### config.mk
export PLATFORM = sky130hd
export DESIGN_NAME = aof_config_bank
export DESIGN_NICKNAME = d
export VERILOG_FILES = /design/src/verilog/aof_pkg.sv /design/src/verilog/aof_config_bank.sv
export SDC_FILE = /design/constraint.sdc
export NUM_CORES = 1
export LEC_CHECK = 0
export CAP_MARGIN = 20
export CORE_AREA = 4 4 147 149
export DETAILED_ROUTE_END_ITERATION = 7
export DIE_AREA = 0 0 151 153
export DONT_BUFFER_PORTS = 1
export PLACE_DENSITY = 0.66
export SYNTH_ARGS = -nofsm -noshare
export SYNTH_HDL_FRONTEND = slang
export SYNTH_SLANG_ARGS = --single-unit
### constraint.sdc
create_clock -name clock_i -period 6.8 [get_ports clock_i]
set_clock_uncertainty 0.15 [all_clocks]
set_input_delay 1.36 -clock clock_i [delete_from_list [all_inputs] [get_ports clock_i]]
set_output_delay 1.36 -clock clock_i [all_outputs]
set_load 0.1 [all_outputs]
### src/verilog/aof_pkg.sv
`default_nettype none
package aof_pkg;

    // Register offsets, kept as printed
    localparam logic [7:0] ADDR_LFNS    = 8'h14;
    localparam logic [7:0] ADDR_GAIN_LO = 8'h2A;
    localparam logic [7:0] ADDR_GAIN_HI = 8'h2B;
    localparam logic [7:0] ADDR_CLK_REF = 8'h42;
    localparam logic [7:0] ADDR_PATTERN = 8'h45;
    localparam logic [7:0] ADDR_FORMAT  = 8'h46;
    localparam logic [7:0] ADDR_STATUS  = 8'h47;

    // Field positions
    localparam int DIFF_BIT   = 0;
    localparam int DCC_BIT    = 2;
    localparam int REF_BIT    = 3;
    localparam int PHASE_LSB  = 5;
    localparam int DESKEW_BIT = 0;
    localparam int SYNC_BIT   = 1;
    localparam int BTC_BIT    = 2;
    localparam int MSB_BIT    = 3;
    localparam int SDR_BIT    = 4;
    localparam int FALL_BIT   = 13;

    // Values after reset
    localparam logic [1:0]  PHASE_RST  = 2'h0;
    localparam logic [15:0] GAIN_RST   = 16'h0000;
    localparam logic [7:0]  LFNS_RST   = 8'h00;
    localparam logic [3:0]  IDX_RST    = 4'hB;

    // Test words, frame geometry and top gain code
    localparam logic [11:0] DESKEW_WORD = 12'h555;
    localparam logic [11:0] SYNC_WORD   = 12'hFC0;
    localparam logic [3:0]  LAST_BIT    = 4'hB;
    localparam logic [3:0]  HALF_FRAME  = 4'h6;
    localparam logic [3:0]  GAIN_MAX    = 4'hC;

    typedef struct packed {
        logic       differential_clock_select;
        logic       duty_cycle_correction_enable;
        logic       reference_from_common_mode_pin;
        logic [1:0] bit_clock_phase;
    } aof_analog_cfg_t;

    typedef struct packed {
        logic twos_complement_select;
        logic msb_first;
        logic single_rate_output_enable;
        logic single_rate_edge_select;
    } aof_format_cfg_t;

    typedef enum logic [1:0] {
        SER_IDLE  = 2'b01,
        SER_SHIFT = 2'b10
    } aof_ser_state_t;

endpackage
`default_nettype wire

### src/verilog/aof_config_bank.sv
`default_nettype none

// What this block does
// Register 0x42 bit 0 set selects differential clock; clear, single-ended.
// Register 0x42 bit 2 enables duty-cycle correction; off after reset.
// Register 0x42 bit 3 takes reference from common-mode pin; default top/bottom pins.
// Register 0x42 bits 6:5 set bit-clock phase; reset code means 90 degrees.
// Register 0x45 bit 0 enables deskew pattern; host keeps bit 1 clear.
// Register 0x45 bit 1 enables sync pattern; host keeps bit 0 clear; both off.
// Register 0x46 bit 2 selects two's complement; default offset binary.
// Register 0x46 bit 3 sends MSB first; default LSB first.
// Register 0x46 bit 4 selects single-rate output; default double rate.
// Register 0x46 bit 13 picks SDR mid-window bit-clock edge; host sets bit 4.
// Per-channel digital gain 0 to 12 dB from 0x2A/0x2B, reset 0 dB.
// Noise suppression on with zero input makes output toggle at half sample rate.
// Host writes ones into every bit the map forces to one.
// Host writes zero into every unused bit.
// Host programs all functions of one register in a single write.
// Without a test pattern the serializer sends coded, ordered, rate-shaped samples.
module aof_config_bank #(
    parameter int LANE = 0
) (
    // Clock and reset
    input  wire logic                      clock_i,
    input  wire logic                      resetn_i,
    // Register port
    input  wire logic [7:0]                reg_addr_i,
    input  wire logic [15:0]               reg_wdata_i,
    input  wire logic                      reg_we_i,
    input  wire logic                      reg_re_i,
    output var  logic [15:0]               reg_rdata_o,
    // Sample input for this lane
    input  wire logic [11:0]               sample_i,
    input  wire logic                      sample_valid_i,
    // Analog configuration levels
    output var  aof_pkg::aof_analog_cfg_t  analog_cfg_o,
    // Serial output lane
    output var  logic                      serial_data_o,
    output var  logic                      output_bit_clock_o,
    output var  logic                      frame_clock_o
);

    // Register state
    aof_pkg::aof_format_cfg_t fmt_r;
    logic [1:0]               pat_r;
    logic [15:0]              gain_lo_r;
    logic [15:0]              gain_hi_r;
    logic [7:0]               lfns_r;
    logic [15:0]              rdata_nxt;

    // Serializer state
    aof_pkg::aof_ser_state_t  st_r;
    logic [11:0]              hold_r;
    logic [11:0]              word_r;
    logic [3:0]               idx_r;
    logic                     half_r;
    logic                     tog_r;
    logic                     zero_tgl_r;
    logic [3:0]               gap_r;
    logic                     frame_dirty_r;

    // Gain code to Q8 factor, codes above 12 dB clamp
    function automatic logic [9:0] gain_q8(input logic [3:0] code);
        logic [9:0] g;
        g = 10'h3FC;
        case (code)
            4'h0: g = 10'h100;
            4'h1: g = 10'h11F;
            4'h2: g = 10'h142;
            4'h3: g = 10'h16A;
            4'h4: g = 10'h196;
            4'h5: g = 10'h1C8;
            4'h6: g = 10'h1FF;
            4'h7: g = 10'h23D;
            4'h8: g = 10'h283;
            4'h9: g = 10'h2D2;
            4'hA: g = 10'h32A;
            4'hB: g = 10'h38D;
            default: g = 10'h3FC;
        endcase
        return g;
    endfunction

    // Analog configuration register
    always_ff @(posedge clock_i or negedge resetn_i) begin
        if (!resetn_i) begin
            analog_cfg_o.differential_clock_select      <= 1'b0;
            analog_cfg_o.duty_cycle_correction_enable   <= 1'b0;
            analog_cfg_o.reference_from_common_mode_pin <= 1'b0;
            analog_cfg_o.bit_clock_phase                <= aof_pkg::PHASE_RST;
        end else if (reg_we_i && reg_addr_i == aof_pkg::ADDR_CLK_REF) begin
            // Whole register replaced by each write
            analog_cfg_o.differential_clock_select      <= reg_wdata_i[aof_pkg::DIFF_BIT];
            analog_cfg_o.duty_cycle_correction_enable   <= reg_wdata_i[aof_pkg::DCC_BIT];
            analog_cfg_o.reference_from_common_mode_pin <= reg_wdata_i[aof_pkg::REF_BIT];
            analog_cfg_o.bit_clock_phase <= reg_wdata_i[aof_pkg::PHASE_LSB +: 2];
        end
    end

    // Test pattern and output format registers
    always_ff @(posedge clock_i or negedge resetn_i) begin
        if (!resetn_i) begin
            pat_r <= 2'h0;
            fmt_r <= '0;
        end else if (reg_we_i && reg_addr_i == aof_pkg::ADDR_PATTERN) begin
            pat_r <= {reg_wdata_i[aof_pkg::SYNC_BIT], reg_wdata_i[aof_pkg::DESKEW_BIT]};
        end else if (reg_we_i && reg_addr_i == aof_pkg::ADDR_FORMAT) begin
            fmt_r.twos_complement_select    <= reg_wdata_i[aof_pkg::BTC_BIT];
            fmt_r.msb_first                 <= reg_wdata_i[aof_pkg::MSB_BIT];
            fmt_r.single_rate_output_enable <= reg_wdata_i[aof_pkg::SDR_BIT];
            fmt_r.single_rate_edge_select   <= reg_wdata_i[aof_pkg::FALL_BIT];
        end
    end

    // Gain and noise suppression registers
    always_ff @(posedge clock_i or negedge resetn_i) begin
        if (!resetn_i) begin
            gain_lo_r <= aof_pkg::GAIN_RST;
            gain_hi_r <= aof_pkg::GAIN_RST;
            lfns_r    <= aof_pkg::LFNS_RST;
        end else if (reg_we_i && reg_addr_i == aof_pkg::ADDR_GAIN_LO) begin
            gain_lo_r <= reg_wdata_i;
        end else if (reg_we_i && reg_addr_i == aof_pkg::ADDR_GAIN_HI) begin
            gain_hi_r <= reg_wdata_i;
        end else if (reg_we_i && reg_addr_i == aof_pkg::ADDR_LFNS) begin
            lfns_r <= reg_wdata_i[7:0];
        end
    end

    // Read decode; unmapped addresses and forced bits read zero
    always_comb begin
        rdata_nxt = 16'h0000;
        if (reg_addr_i == aof_pkg::ADDR_CLK_REF) begin
            rdata_nxt[aof_pkg::DIFF_BIT]       = analog_cfg_o.differential_clock_select;
            rdata_nxt[aof_pkg::DCC_BIT]        = analog_cfg_o.duty_cycle_correction_enable;
            rdata_nxt[aof_pkg::REF_BIT]        = analog_cfg_o.reference_from_common_mode_pin;
            rdata_nxt[aof_pkg::PHASE_LSB +: 2] = analog_cfg_o.bit_clock_phase;
        end else if (reg_addr_i == aof_pkg::ADDR_PATTERN) begin
            rdata_nxt[1:0] = pat_r;
        end else if (reg_addr_i == aof_pkg::ADDR_FORMAT) begin
            rdata_nxt[aof_pkg::BTC_BIT]  = fmt_r.twos_complement_select;
            rdata_nxt[aof_pkg::MSB_BIT]  = fmt_r.msb_first;
            rdata_nxt[aof_pkg::SDR_BIT]  = fmt_r.single_rate_output_enable;
            rdata_nxt[aof_pkg::FALL_BIT] = fmt_r.single_rate_edge_select;
        end else if (reg_addr_i == aof_pkg::ADDR_GAIN_LO) begin
            rdata_nxt = gain_lo_r;
        end else if (reg_addr_i == aof_pkg::ADDR_GAIN_HI) begin
            rdata_nxt = gain_hi_r;
        end else if (reg_addr_i == aof_pkg::ADDR_LFNS) begin
            rdata_nxt[7:0] = lfns_r;
        end else if (reg_addr_i == aof_pkg::ADDR_STATUS) begin
            rdata_nxt[3:0] = {zero_tgl_r, pat_r, st_r == aof_pkg::SER_SHIFT};
        end
    end

    // Read data stands only in the cycle after the strobe
    always_ff @(posedge clock_i or negedge resetn_i) begin
        if (!resetn_i) begin
            reg_rdata_o <= 16'h0000;
        end else begin
            reg_rdata_o <= reg_re_i ? rdata_nxt : 16'h0000;
        end
    end

    // Lane gain nibble: 0x2A holds lanes 0-3 upward, 0x2B lanes 4-7 downward
    localparam int GSH = (LANE < 4) ? 4 * LANE : 4 * (7 - LANE);
    logic [3:0]         lane_gain;
    logic               lane_lfns;
    logic signed [11:0] s_in;
    logic signed [22:0] prod;
    logic signed [14:0] scaled;
    logic signed [11:0] sat;
    logic [11:0]        coded;
    logic [11:0]        next_word;
    logic [11:0]        cur_word;
    logic [3:0]         cur_idx;
    logic [3:0]         bit_sel;
    logic               bit_en;
    logic               load;

    assign lane_gain = (LANE < 4) ? gain_lo_r[GSH +: 4] : gain_hi_r[GSH +: 4];
    assign lane_lfns = lfns_r[LANE];

    // Gain about midscale, saturating to full scale
    always_comb begin
        s_in   = $signed({~hold_r[11], hold_r[10:0]});
        prod   = s_in * $signed({1'b0, gain_q8(lane_gain)});
        scaled = prod[22:8];
        if (scaled > 15'sd2047) begin
            sat = 12'sh7FF;
        end else if (scaled < -15'sd2048) begin
            sat = 12'sh800;
        end else begin
            sat = scaled[11:0];
        end
        // Zero input alternates midscale and one below, flipping each frame
        if (lane_lfns && s_in == 12'sh000) begin
            sat = zero_tgl_r ? 12'shFFF : 12'sh000;
        end
    end

    // Coding, then test pattern override; deskew wins if host sets both
    always_comb begin
        coded = fmt_r.twos_complement_select ? sat : {~sat[11], sat[10:0]};
        if (pat_r[0]) begin
            next_word = aof_pkg::DESKEW_WORD;
        end else if (pat_r[1]) begin
            next_word = aof_pkg::SYNC_WORD;
        end else begin
            next_word = coded;
        end
    end

    // Bit timing: SDR spends two clocks per bit, DDR one
    assign bit_en   = (st_r == aof_pkg::SER_SHIFT) && (!fmt_r.single_rate_output_enable || half_r);
    assign load     = bit_en && idx_r == aof_pkg::LAST_BIT;
    assign cur_word = load ? next_word : word_r;
    assign cur_idx  = load ? 4'h0 : idx_r + 4'h1;
    assign bit_sel  = fmt_r.msb_first ? aof_pkg::LAST_BIT - cur_idx : cur_idx;

    // Serializer state: idle until the first sample arrives
    always_ff @(posedge clock_i or negedge resetn_i) begin
        if (!resetn_i) begin
            st_r <= aof_pkg::SER_IDLE;
        end else begin
            case (st_r)
                aof_pkg::SER_IDLE:  st_r <= sample_valid_i ? aof_pkg::SER_SHIFT : aof_pkg::SER_IDLE;
                aof_pkg::SER_SHIFT: st_r <= aof_pkg::SER_SHIFT;
                default:            st_r <= aof_pkg::SER_IDLE;
            endcase
        end
    end

    // Latest sample is held until the next frame picks it up
    always_ff @(posedge clock_i or negedge resetn_i) begin
        if (!resetn_i) begin
            hold_r <= 12'h000;
        end else if (sample_valid_i) begin
            hold_r <= sample_i;
        end
    end

    // Frame position, word and noise-suppression toggle
    always_ff @(posedge clock_i or negedge resetn_i) begin
        if (!resetn_i) begin
            idx_r      <= aof_pkg::IDX_RST;
            word_r     <= 12'h000;
            zero_tgl_r <= 1'b0;
        end else if (bit_en) begin
            idx_r  <= cur_idx;
            word_r <= cur_word;
            if (load) begin
                zero_tgl_r <= ~zero_tgl_r;
            end
        end
    end

    // Frame length watch for the DDR check; any SDR time in a frame makes it unfit to judge
    always_ff @(posedge clock_i or negedge resetn_i) begin
        if (!resetn_i) begin
            gap_r         <= 4'h0;
            frame_dirty_r <= 1'b1;
        end else if (load) begin
            gap_r         <= 4'h0;
            frame_dirty_r <= fmt_r.single_rate_output_enable;
        end else begin
            gap_r         <= (gap_r == 4'hF) ? gap_r : gap_r + 4'h1;
            frame_dirty_r <= frame_dirty_r | fmt_r.single_rate_output_enable;
        end
    end

    // Half-bit phase, used only in SDR
    always_ff @(posedge clock_i or negedge resetn_i) begin
        if (!resetn_i) begin
            half_r <= 1'b0;
        end else if (st_r == aof_pkg::SER_SHIFT && fmt_r.single_rate_output_enable) begin
            half_r <= ~half_r;
        end else begin
            half_r <= 1'b0;
        end
    end

    // Line outputs; bit clock edge placement depends on rate mode
    always_ff @(posedge clock_i or negedge resetn_i) begin
        if (!resetn_i) begin
            serial_data_o      <= 1'b0;
            frame_clock_o      <= 1'b0;
            output_bit_clock_o <= 1'b0;
            tog_r              <= 1'b0;
        end else if (st_r == aof_pkg::SER_SHIFT) begin
            if (bit_en) begin
                serial_data_o <= cur_word[bit_sel];
                frame_clock_o <= cur_idx < aof_pkg::HALF_FRAME;
                tog_r         <= ~tog_r;
            end
            if (fmt_r.single_rate_output_enable) begin
                // Rising edge mid window unless falling is selected
                output_bit_clock_o <= ~half_r ^ fmt_r.single_rate_edge_select;
            end else begin
                // DDR toggles per bit; upper phase bit inverts, clock granularity limits the rest
                output_bit_clock_o <= ~tog_r ^ analog_cfg_o.bit_clock_phase[1];
            end
        end
    end

    // Checks
    a_diff_clock_write: assert property (@(posedge clock_i) disable iff (!resetn_i)
        reg_we_i && reg_addr_i == aof_pkg::ADDR_CLK_REF
        |=> analog_cfg_o.differential_clock_select == $past(reg_wdata_i[0]))
        else $error("differential clock select not taken from write");

    a_dcc_ref_hold: assert property (@(posedge clock_i) disable iff (!resetn_i)
        !(reg_we_i && reg_addr_i == aof_pkg::ADDR_CLK_REF)
        |=> $stable(analog_cfg_o.duty_cycle_correction_enable)
            && $stable(analog_cfg_o.reference_from_common_mode_pin))
        else $error("analog config changed without a write");

    a_ref_pin_write: assert property (@(posedge clock_i) disable iff (!resetn_i)
        reg_we_i && reg_addr_i == aof_pkg::ADDR_CLK_REF
        |=> analog_cfg_o.reference_from_common_mode_pin == $past(reg_wdata_i[3])
            && analog_cfg_o.bit_clock_phase == $past(reg_wdata_i[6:5]))
        else $error("reference or phase field not taken from write");

    a_deskew_word_load: assert property (@(posedge clock_i) disable iff (!resetn_i)
        load && pat_r[0] |=> word_r == 12'h555)
        else $error("deskew word not loaded");

    a_sync_word_load: assert property (@(posedge clock_i) disable iff (!resetn_i)
        load && pat_r == 2'b10 |=> word_r == 12'hFC0)
        else $error("sync word not loaded");

    a_twos_coding: assert property (@(posedge clock_i) disable iff (!resetn_i)
        load && pat_r == 2'b00 && !fmt_r.twos_complement_select
        |=> word_r[11] == ~$past(sat[11]))
        else $error("offset binary coding wrong");

    a_msb_first_out: assert property (@(posedge clock_i) disable iff (!resetn_i)
        load && fmt_r.msb_first |=> serial_data_o == word_r[11])
        else $error("first bit is not the MSB");

    a_sdr_bit_period: assert property (@(posedge clock_i) disable iff (!resetn_i)
        bit_en && fmt_r.single_rate_output_enable && $stable(fmt_r)
            && !(reg_we_i && reg_addr_i == aof_pkg::ADDR_FORMAT)
        |=> !bit_en ##1 bit_en)
        else $error("SDR bit period is not two clocks");

    a_ddr_frame_len: assert property (@(posedge clock_i) disable iff (!resetn_i)
        load && !frame_dirty_r && !fmt_r.single_rate_output_enable
        |-> gap_r == aof_pkg::LAST_BIT)
        else $error("DDR frame is not twelve bits");

    a_sdr_edge_mid: assert property (@(posedge clock_i) disable iff (!resetn_i)
        st_r == aof_pkg::SER_SHIFT && fmt_r.single_rate_output_enable && $stable(fmt_r)
        |=> output_bit_clock_o == ($past(half_r) ^ ~$past(fmt_r.single_rate_edge_select)))
        else $error("SDR bit clock edge misplaced");

    a_read_unmapped: assert property (@(posedge clock_i) disable iff (!resetn_i)
        reg_re_i && reg_addr_i == 8'h00 |=> reg_rdata_o == 16'h0000)
        else $error("unmapped read not zero");

endmodule
`default_nettype wire

==> summary.md, run 1 <==
| Metric | Value |
|---|---|
| Yosys top cell by area | dfrtp_1 |
| Crit-path most repeated cell | fa_1 |
| Area Overhead vs Synth | 21.8% |
| Max Root-Sink Buffers | 2 |
| Violated checks | negative setup slack |
| Yosys cell types | 71 |
| Worst-Skew Late Latency | 0.35 ns |
| Final hold vios | 0 |
| CP Class | flip-flop to flip-flop |
| ANT cells | 0 |
| Leakage | 5.84 nW |
| Design area | 0.0121 mm² |
| Worst Setup Start Kind | flip-flop |
| Nets@finish | 1339 |
| Die height | 153 µm |
| CP Capture Type | flip-flop |
| Clock Sinks | 103 |
| Die span in x | 151 µm |
| Vias per cell | 5.54 |
| Pin count of the biggest net entering global routing | 104 |
| Top post-synthesis cells by area | dfrtp_1, fa_1, ha_1 |
| Arrival time worst endpoint | 7.05 ns |
| Slowest cell on crit path | fa_1 |
| Cell area after synthesis | 0.00994 mm² |
| Total power per unit cell area | 358 mW/mm² |
| Row cnt | 52 |
| Ys flop type | dfrtp_1 |
| Pre-CTS setup slack | -0.378 ns |
| Hpwl dp | 19000 µm |
| Relative slew slack | 0.311 |
| Num CTS Buffers | 9 |
| Final worst slack | -0.134 ns |
| Root buffer cell | clkbuf_16 |
| Ys async rst share | 1.00 |
| Yosys reg bits | 103 |
| # H-tree levels | 3 |
| # DRC | 0 |
| Mean Syn Cell Area | 9.69 µm² |
| Syn nets | 1240 |
| Initial antenna violation count | 1 |
| Mapped Cells | 1026 |
| Synth warn | 0 |
| Number of max-cap violations | 0 |
| Fill count | 1676 |
| Status | complete, but fails checks |
| Port-buffer cells | 0 |
| Area after DPL | 0.0109 mm² |
| Seq/Total Area, Yosys | 0.260 |
| Area share of the largest cell type after synthesis | 0.249 |
| Slew Viols, Final | 0 |
| Fmax | 144 MHz |
| Share of layout cells above drive strength 1 | 0.287 |
| CP required | 6.92 ns |
| EDFF count, synth | 0 |
| Number of global-route vias before repair | 8120 |
| Drt initial violations | 512 |
| Tmin final | 6.93 ns |
| Critical Path Fanout Max | 6 |
| First-pass GRT wire length | 41000 µm |
| Final Setup Violations | 1 |
| Unrepaired setup endpoints after global routing | yes |
| Io pins | 65 |
| CTS clk-pin slew, worst paths | 0.08 ns |
| Detailed Routing Iterations Pass 1 | 5 |
| Min-Delay Path Class | flip-flop to flip-flop |
| Initial Utilization | 0.493 |
| GRT Total Usage | 0.222 |
| Total Wirelength | 25200 µm |
| Gr ovfl total | 0 |
| DR vias | 7753 |
| Worst Tran Pin Value | 1.03 ns |
| ANT nets after route | 0 |
| Hold_buf cts | 0 |
| Slowest Stage Delay on Critical Path | 0.56 ns |
| Core box area | 0.0202 mm² |
| CTS tree | done |
| Placer congestion estimate | 0.875 |
| Routed length per instance | 18.0 µm |
| Peak supply drop | 0.280 mV |
| Die area | 0.0231 mm² |
| Part of the cycle the worst path needs | 1.02 |
[routing by layer]
layer  track usage  wire, µm  part of all wire  vias to the layer above
met1         0.292     10700              0.42                     3958
met3        0.0435      1200             0.047                       38
met5             0        13           0.00052                        -
li1              -         -                 -                     3565
met4        0.0497       540             0.021                        2
met2         0.380     12800              0.51                      190
[cell usage after synthesis, types with 10 or more instances]
| master | number |
|---|---|
| clkbuf_1 | 39 |
| nand3_1 | 13 |
| inv_1 | 168 |
| ha_1 | 61 |
| a21oi_1 | 37 |
| nand2b_1 | 11 |
| a22oi_1 | 26 |
| and2_1 | 38 |
| fa_1 | 112 |
| a31oi_1 | 11 |
| mux2_2 | 62 |
| nand4_1 | 10 |
| nand2_1 | 101 |
| xnor2_1 | 19 |
| nor2b_1 | 26 |
| o21ai_0 | 22 |
| dfrtp_1 | 99 |
| nor2_1 | 52 |
[kinds of logic (layout without fill, tap and decap cells)]
family,count (synthesis),in the layout,synth area share
simple gates,282,282,0.142
flops,103,103,0.260
xor+xnor,27,27,0.0245
fa+ha+maj,173,173,0.302
mux,65,65,0.0743
buf+inv,211,315,0.0810
compound gates,165,165,0.116
[path summary, 6_finish.rpt]
kind                              start            end  slack (ns)  cells after the start
max                        gain_lo_r[0]  serial_data_o       -0.13                     27
min reg2reg                    idx_r[1]       idx_r[1]        0.32                      2
min                            idx_r[1]       idx_r[1]        0.32                      2
max reg2reg                gain_lo_r[0]  serial_data_o       -0.13                     27
max in group asynchronous      resetn_i       idx_r[1]        5.71                      0
min in group asynchronous      resetn_i      word_r[6]        0.55                      0
[critical path, delay by kind of cell, from the launching register on]
family / cells / cell delay (ns)
buf+inv: 6 / 0.71
xor+xnor: 1 / 0.09
simple gates: 6 / 1.47
compound gates: 7 / 1.02
flops: 1 / 0.47
fa+ha+maj: 7 / 2.91
[layout make-up]
class / count / area (µm²) / area share
Multi-Input combinational cell: 712 / 7190 / 0.594
Timing Repair Buffer: 131 / 1070 / 0.0885
Clock buffer: 10 / 229 / 0.0189
Clock inverter: 6 / 62.6 / 0.00517
Sequential cell: 103 / 2590 / 0.214
Inverter: 168 / 633 / 0.0523
Tap cell: 270 / 338 / 0.0279
[through the flow]
stage	total power, mW	utilization	TNS, ns	instances	hold slack (ns)
detailed placement	3.13	0.540	-1.45	1355	0.310
global route	4.65	0.600	-1.20	1400	0.357
floorplan	2.29	-	0	1026	0.299
finish	4.33	0.600	-0.134	1400	0.316
CTS	3.99	0.579	-0.0756	1389	0.321
global placement	3.10	0.540	-0.342	1355	0.308
[power by group]
group	internal [mW]	switching (mW)	total [mW]	leakage (nW)
Sequential	0.667	0.133	0.801	1.37
Combinational	1.38	1.65	3.03	4.32
Clock	0.258	0.248	0.506	0.142
[layout by cell type, fill, tap and decap left out, types with 16 or more instances in the layout]
cell type,count
nand2_1,93
mux2_2,62
and2_1,36
a22oi_1,25
buf_6,17
inv_1,156
dfrtp_1,96
o21ai_0,16
nor2_1,47
nor2b_1,25
ha_4,16
fa_1,107
ha_1,43
buf_4,112
a21oi_1,26
xnor2_1,18
[what timing repair did]
action / in CTS / in global routing
hold endpoints to repair: 0 / 0
gates resized for setup: 69 / 76
buffers inserted: 18 / 11
setup endpoints to repair: 12 / 12
pin swaps: 49 / 41
[sequential cells by signal, summed over array words and instances (netlist names), 2 cells and up]
name	count
analog_cfg_o	5
fmt_r	4
gain_hi_r	16
gain_lo_r	16
hold_r	12
idx_r	4
lfns_r	8
pat_r	2
reg_rdata_o	16
st_r	2
word_r	12
No activity file was read; power rests on OpenSTA's default activity.
==> run 2, diff against run 1 <==
--- a/config.mk
+++ b/config.mk
@@ -6,11 +6,12 @@
 export NUM_CORES = 1
 export LEC_CHECK = 0
 export CAP_MARGIN = 20
-export CORE_AREA = 4 4 147 149
+export CORE_AREA = 4 4 135 137
+export CTS_BUF_LIST = sky130_fd_sc_hd__clkbuf_4 sky130_fd_sc_hd__clkbuf_8
 export DETAILED_ROUTE_END_ITERATION = 7
-export DIE_AREA = 0 0 151 153
+export DIE_AREA = 0 0 139 141
 export DONT_BUFFER_PORTS = 1
-export PLACE_DENSITY = 0.66
+export PLACE_DENSITY = 0.77
 export SYNTH_ARGS = -nofsm -noshare
 export SYNTH_HDL_FRONTEND = slang
 export SYNTH_SLANG_ARGS = --single-unit
==> summary.md, run 2 (synthesis results as in run 1) <==
| Metric | Value |
|---|---|
| Fmax | 138 MHz |
| First-pass GRT wire length | 41900 µm |
| Final hold vios | 0 |
| Pin count of the biggest net entering global routing | 104 |
| Largest regs | gain_hi_r x16, gain_lo_r x16, reg_rdata_o x16 |
| Slowest cell on crit path | fa_1 |
| Initial Utilization | 0.583 |
| Cell Count, Final, Fillers Out | 1351 |
| Detailed Routing Iterations Pass 1 | 5 |
| Vias per cell | 6.02 |
| Port-buffer cells | 0 |
| Placer congestion estimate | 0.935 |
| DR vias | 8134 |
| Hold_buf cts | 0 |
| Core box area | 0.0171 mm² |
| Peak supply drop | 0.371 mV |
| Violated checks | negative setup slack |
| ANT nets after route | 0 |
| GRT Total Usage | 0.264 |
| Slew Viols, Final | 0 |
| CTS clk-pin slew, worst paths | 0.13 ns |
| Part of the cycle the worst path needs | 1.06 |
| Die area | 0.0196 mm² |
| ANT cells | 0 |
| CP Capture Type | flip-flop |
| Critical Path Fanout Max | 8 |
| # DRC | 0 |
| Initial antenna violation count | 0 |
| Drt initial violations | 743 |
| Root buffer cell | clkbuf_8 |
| Max Root-Sink Buffers | 2 |
| Final worst slack | -0.439 ns |
| TNS Setup | -1.29 ns |
| Clock Sinks | 103 |
| Routed length per instance | 20.1 µm |
| Pre-CTS setup slack | -0.305 ns |
| Crit-path most repeated cell | fa_1 |
| Hpwl dp | 18600 µm |
| Die height | 141 µm |
| Total power per unit cell area | 358 mW/mm² |
| Worst-Skew Late Latency | 0.40 ns |
| Number of global-route vias before repair | 8440 |
| Row cnt | 48 |
| CP Class | flip-flop to flip-flop |
| Die span in x | 139 µm |
| WHS | 0.350 ns |
| Arrival time worst endpoint | 7.34 ns |
| Share of layout cells above drive strength 1 | 0.281 |
| Number of max-cap violations | 0 |
| Total Wirelength | 27200 µm |
| Worst Setup Start Kind | flip-flop |
| Area Overhead vs Synth | 19.8% |
| CTS tree | done |
| Fill count | 1161 |
| Gr ovfl total | 0 |
| Final Setup Violations | 9 |
| Nets@finish | 1335 |
| Final Util | 0.699 |
| Leakage | 5.79 nW |
| Min-Delay Path Class | flip-flop to flip-flop |
| Tmin final | 7.24 ns |
| Inst Count DP | 1301 |
| Num CTS Buffers | 9 |
| Most common cell after layout, fill and taps aside | inv_1 |
| Io pins | 65 |
| Slowest Stage Delay on Critical Path | 0.65 ns |
| # H-tree levels | 3 |
| Relative slew slack | 0.317 |
| Commonest cells after routing, fill and taps aside | inv_1, buf_4, fa_1, dfrtp_1, nand2_1 |
| Unrepaired setup endpoints after global routing | yes |
| Status | complete, but fails checks |
| CP required | 6.91 ns |
| Worst Tran Pin Value | 1.03 ns |
-- run 2: cell types whose count changed in the layout (fill, tap and decap cells not counted), sizes merged --
cell / previous run / this run
bufinv: 0 / 1
clkinv: 3 / 2
clkinvlp: 0 / 1
clkbuf: 10 / 9
buf: 131 / 127
-- run 2: worst max-delay path: cells and delay by family (launching register included) --
family,cells,cell delay [ns]
AO/OA/AOI/OAI,6,1.15
XOR/XNOR,1,0.21
adder cells (fa/ha/maj),7,3.09
buffers and inverters,7,0.85
flip-flops,1,0.54
AND/OR/NAND/NOR,7,1.11
-- run 2: final timing paths --
kind,slack (ns),to,startpoint,cells past startpoint
worst max-delay path,-0.44,serial_data_o,gain_lo_r[0],28
worst min-delay path,0.35,idx_r[1],idx_r[1],2
worst max register to register,-0.44,serial_data_o,gain_lo_r[0],28
worst min register to register,0.35,idx_r[1],idx_r[1],2
max in group asynchronous,5.78,st_r[0],resetn_i,0
min in group asynchronous,0.49,hold_r[1],resetn_i,0
-- run 2: what timing repair did --
| action | in CTS | in global routing |
|---|---|---|
| pin swaps | 42 | 48 |
| hold endpoints to repair | 0 | 0 |
| setup endpoints to repair | 6 | 13 |
| resized for setup | 54 | 78 |
| setup buffers | 16 | 20 |
-- run 2: cell type report --
type	instances	area [µm²]	share of cell area
multi-input cells	712	7150	0.600
flip-flops and latches	103	2580	0.217
repair buffers	127	1040	0.0876
inverters	168	633	0.0531
well taps	225	282	0.0236
clock buffers	9	124	0.0104
clock inverters	7	96.3	0.00809
-- run 2: per-stage QoR --
step	area, µm²	total power [mW]
global route	11900	4.55
finish	11900	4.27
detailed placement	10800	3.05
floorplan	9950	2.29
CTS	11400	3.72
global placement	10800	3.00
-- run 2: routing by layer --
metal | routed length [µm] | GRT usage | vias up
met3 | 1910 | 0.0543 | 95
li1 | - | - | 3554
met1 | 10500 | 0.332 | 4065
met4 | 1150 | 0.0875 | 0
met2 | 13700 | 0.460 | 420
met5 | 0 | 0 | -
-- run 2: report_power, final --
part / switching [mW] / internal (mW)
combinational: 1.66 / 1.38
sequential: 0.133 / 0.667
clock: 0.249 / 0.182
==> run 3, diff against run 2 <==
--- a/config.mk
+++ b/config.mk
@@ -6,12 +6,14 @@
 export NUM_CORES = 1
 export LEC_CHECK = 0
 export CAP_MARGIN = 20
-export CORE_AREA = 4 4 135 137
+export CELL_PAD_IN_SITES_DETAIL_PLACEMENT = 1
+export CELL_PAD_IN_SITES_GLOBAL_PLACEMENT = 1
+export CORE_AREA = 4 4 149 151
 export CTS_BUF_LIST = sky130_fd_sc_hd__clkbuf_4 sky130_fd_sc_hd__clkbuf_8
 export DETAILED_ROUTE_END_ITERATION = 7
-export DIE_AREA = 0 0 139 141
+export DIE_AREA = 0 0 153 155
 export DONT_BUFFER_PORTS = 1
-export PLACE_DENSITY = 0.77
+export PLACE_DENSITY_LB_ADDON = 0.1
 export SYNTH_ARGS = -nofsm -noshare
 export SYNTH_HDL_FRONTEND = slang
 export SYNTH_SLANG_ARGS = --single-unit
==> summary.md, run 3 (synthesis results as in run 1) <==
| Metric | Value |
|---|---|
| Status | complete, but fails checks |
| Violated checks | negative setup slack |
| ANT nets after route | 0 |
| Slew Viols, Final | 0 |
| Commonest cells after routing, fill and taps aside | inv_1, buf_4, fa_1, nand2_1, dfrtp_1 |
| Number of max-cap violations | 0 |
| ANT cells | 0 |
| Critical Path Fanout Max | 6 |
| Most common cell after layout, fill and taps aside | inv_1 |
| Max Used Layer | met4 |
| Reg2reg start | gain_lo_r[1] |
| Part of the cycle the worst path needs | 1.04 |
| Reg-to-reg setup timing slack | -0.30 ns |
| Vias per cell | 5.59 |
| DR vias | 7975 |
| Total Wirelength | 30100 µm |
| Hpwl dp | 22100 µm |
| Relative slew slack | 0.307 |
| Worst Tran Pin Value | 1.04 ns |
| # H-tree levels | 3 |
| First-pass GRT wire length | 47800 µm |
| CP Class | flip-flop to flip-flop |
| Max Root-Sink Buffers | 2 |
| Cell Count, Final, Fillers Out | 1426 |
| Die area | 0.0237 mm² |
| Final worst slack | -0.302 ns |
| Worst flop-to-flop path endpoint | serial_data_o |
| Largest regs | gain_hi_r x16, gain_lo_r x16, reg_rdata_o x16 |
| Hold Path End | idx_r[1] |
| Peak supply drop | 0.287 mV |
| Internal power | 2.37 mW |
| Tmin final | 7.10 ns |
| Hold_buf cts | 0 |
| Clock Sinks | 103 |
| Share of layout cells above drive strength 1 | 0.300 |
| Net Sw Frac | 0.482 |
| Power share of the combinational group | 0.730 |
| Gr ovfl total | 0 |
| Slowest cell on crit path | fa_1 |
| Wire length on met3 | 1150 µm |
| Io pins | 65 |
| Nets@finish | 1360 |
| # DRC | 0 |
| Pin count of the biggest net entering global routing | 104 |
| Leakage | 5.94 nW |
| Worst Setup Start Kind | flip-flop |
| Clock power frac | 0.096 |
| Pwr Total | 4.57 mW |
| Fill count | 2299 |
| Sw Pwr | 2.20 mW |
| Drt initial violations | 421 |
| Reg power frac | 0.174 |
| Placer congestion estimate | 0.838 |
| Die height | 155 µm |
| Final Setup Violations | 9 |
| WHS Path Cells | 2 |
| Detailed Routing Iterations Pass 1 | 8 |
| Crit-path most repeated cell | fa_1 |
| Final hold vios | 0 |
| Unrepaired setup endpoints after global routing | yes |
| Routed length per instance | 21.1 µm |
| Inst Count DP | 1381 |
| Reg2reg path depth | 31 |
| Total power per unit cell area | 374 mW/mm² |
| Initial Utilization | 0.477 |
| CP Capture Type | flip-flop |
| CTS tree | done |
| Min-Delay Path Class | flip-flop to flip-flop |
| Area Overhead vs Synth | 23.0% |
| Num CTS Buffers | 9 |
| Slowest Stage Delay on Critical Path | 0.54 ns |
| Die span in x | 153 µm |
| GRT Total Usage | 0.254 |
| Met1 Routed Length | 12600 µm |
| Initial antenna violation count | 0 |
| Worst-Skew Late Latency | 0.41 ns |
| Pre-CTS setup slack | -0.523 ns |
| Arrival time worst endpoint | 7.28 ns |
| Row cnt | 53 |
| Hold Startpoint | idx_r[1] |
| Metal2 WL | 15600 µm |
| Fmax | 141 MHz |
| CP required | 6.97 ns |
| Root buffer cell | clkbuf_8 |
| CTS clk-pin slew, worst paths | 0.12 ns |
| Number of global-route vias before repair | 8908 |
| Core box area | 0.0208 mm² |
| Port-buffer cells | 0 |
## run 3: cell types whose count changed in the layout (fill, tap and decap cells not counted), sizes merged
| cell | previous run | this run |
|---|---|---|
| buf | 127 | 152 |
| bufinv | 1 | 0 |
| clkinv | 2 | 3 |
| clkinvlp | 1 | 0 |
| inv | 171 | 172 |
## run 3: worst max-delay path by stage
stage | start | end | slack, ns | cells past startpoint
5_1_grt | gain_lo_r[1] | serial_data_o | -0.58 | 32
6_report | gain_lo_r[1] | serial_data_o | -0.30 | 31
3_5_place_dp | gain_lo_r[3] | serial_data_o | -0.52 | 26
4_1_cts | gain_lo_r[2] | serial_data_o | -0.18 | 29
2_1_floorplan | gain_lo_r[1] | serial_data_o | 0.01 | 26
3_3_place_gp | gain_lo_r[1] | serial_data_o | -0.35 | 29
## run 3: worst max-delay path: cells and delay by family (launching register included)
family,cells,cell delay [ns]
AO/OA/AOI/OAI,10,1.70
adder cells (fa/ha/maj),7,2.79
buffers and inverters,8,0.89
flip-flops,1,0.44
AND/OR/NAND/NOR,6,1.04
## run 3: layout make-up
class,instances,area [µm²],area share
Clock buffer,9,124,0.0101
Clock inverter,7,104,0.00850
Inverter,168,633,0.0518
Multi-Input combinational cell,712,7180,0.588
Sequential cell,103,2590,0.212
Tap cell,275,344,0.0281
Timing Repair Buffer,152,1250,0.102
## run 3: through the flow
step	area (µm²)	utilization	hold slack [ns]	TNS, ns
floorplan	9950	-	0.299	0
global placement	11000	0.530	0.311	-1.45
detailed placement	11000	0.530	0.318	-2.86
CTS	11800	0.569	0.337	-0.240
global route	12200	0.587	0.355	-3.56
finish	12200	0.587	0.330	-0.618
## run 3: per-layer routing
| metal | vias up | GRT usage |
|---|---|---|
| met4 | 0 | 0.0725 |
| met5 | - | 0 |
| met3 | 55 | 0.0376 |
| li1 | 3607 | - |
| met2 | 185 | 0.444 |
| met1 | 4128 | 0.331 |
## run 3: repair_timing
action / 4_1_cts / 5_1_grt
endpoints found under the setup margin: 12 / 13
buffers inserted: 21 / 8
gates resized for setup: 89 / 64
gates cloned: 2 / 0
pin swaps: 42 / 53
endpoints found under the hold margin: 0 / 0
## run 3: power groups by stage
| stage | sequential (mW) | clock, mW | combinational (mW) |
|---|---|---|---|
| after floorplan | 0.775 | 0 | 1.52 |
| after global placement | 0.806 | 0 | 2.40 |
| after detailed placement | 0.808 | 0 | 2.45 |
| after CTS | 0.797 | 0.450 | 2.87 |
| after global routing | 0.807 | 0.472 | 3.63 |
| final | 0.797 | 0.438 | 3.34 |
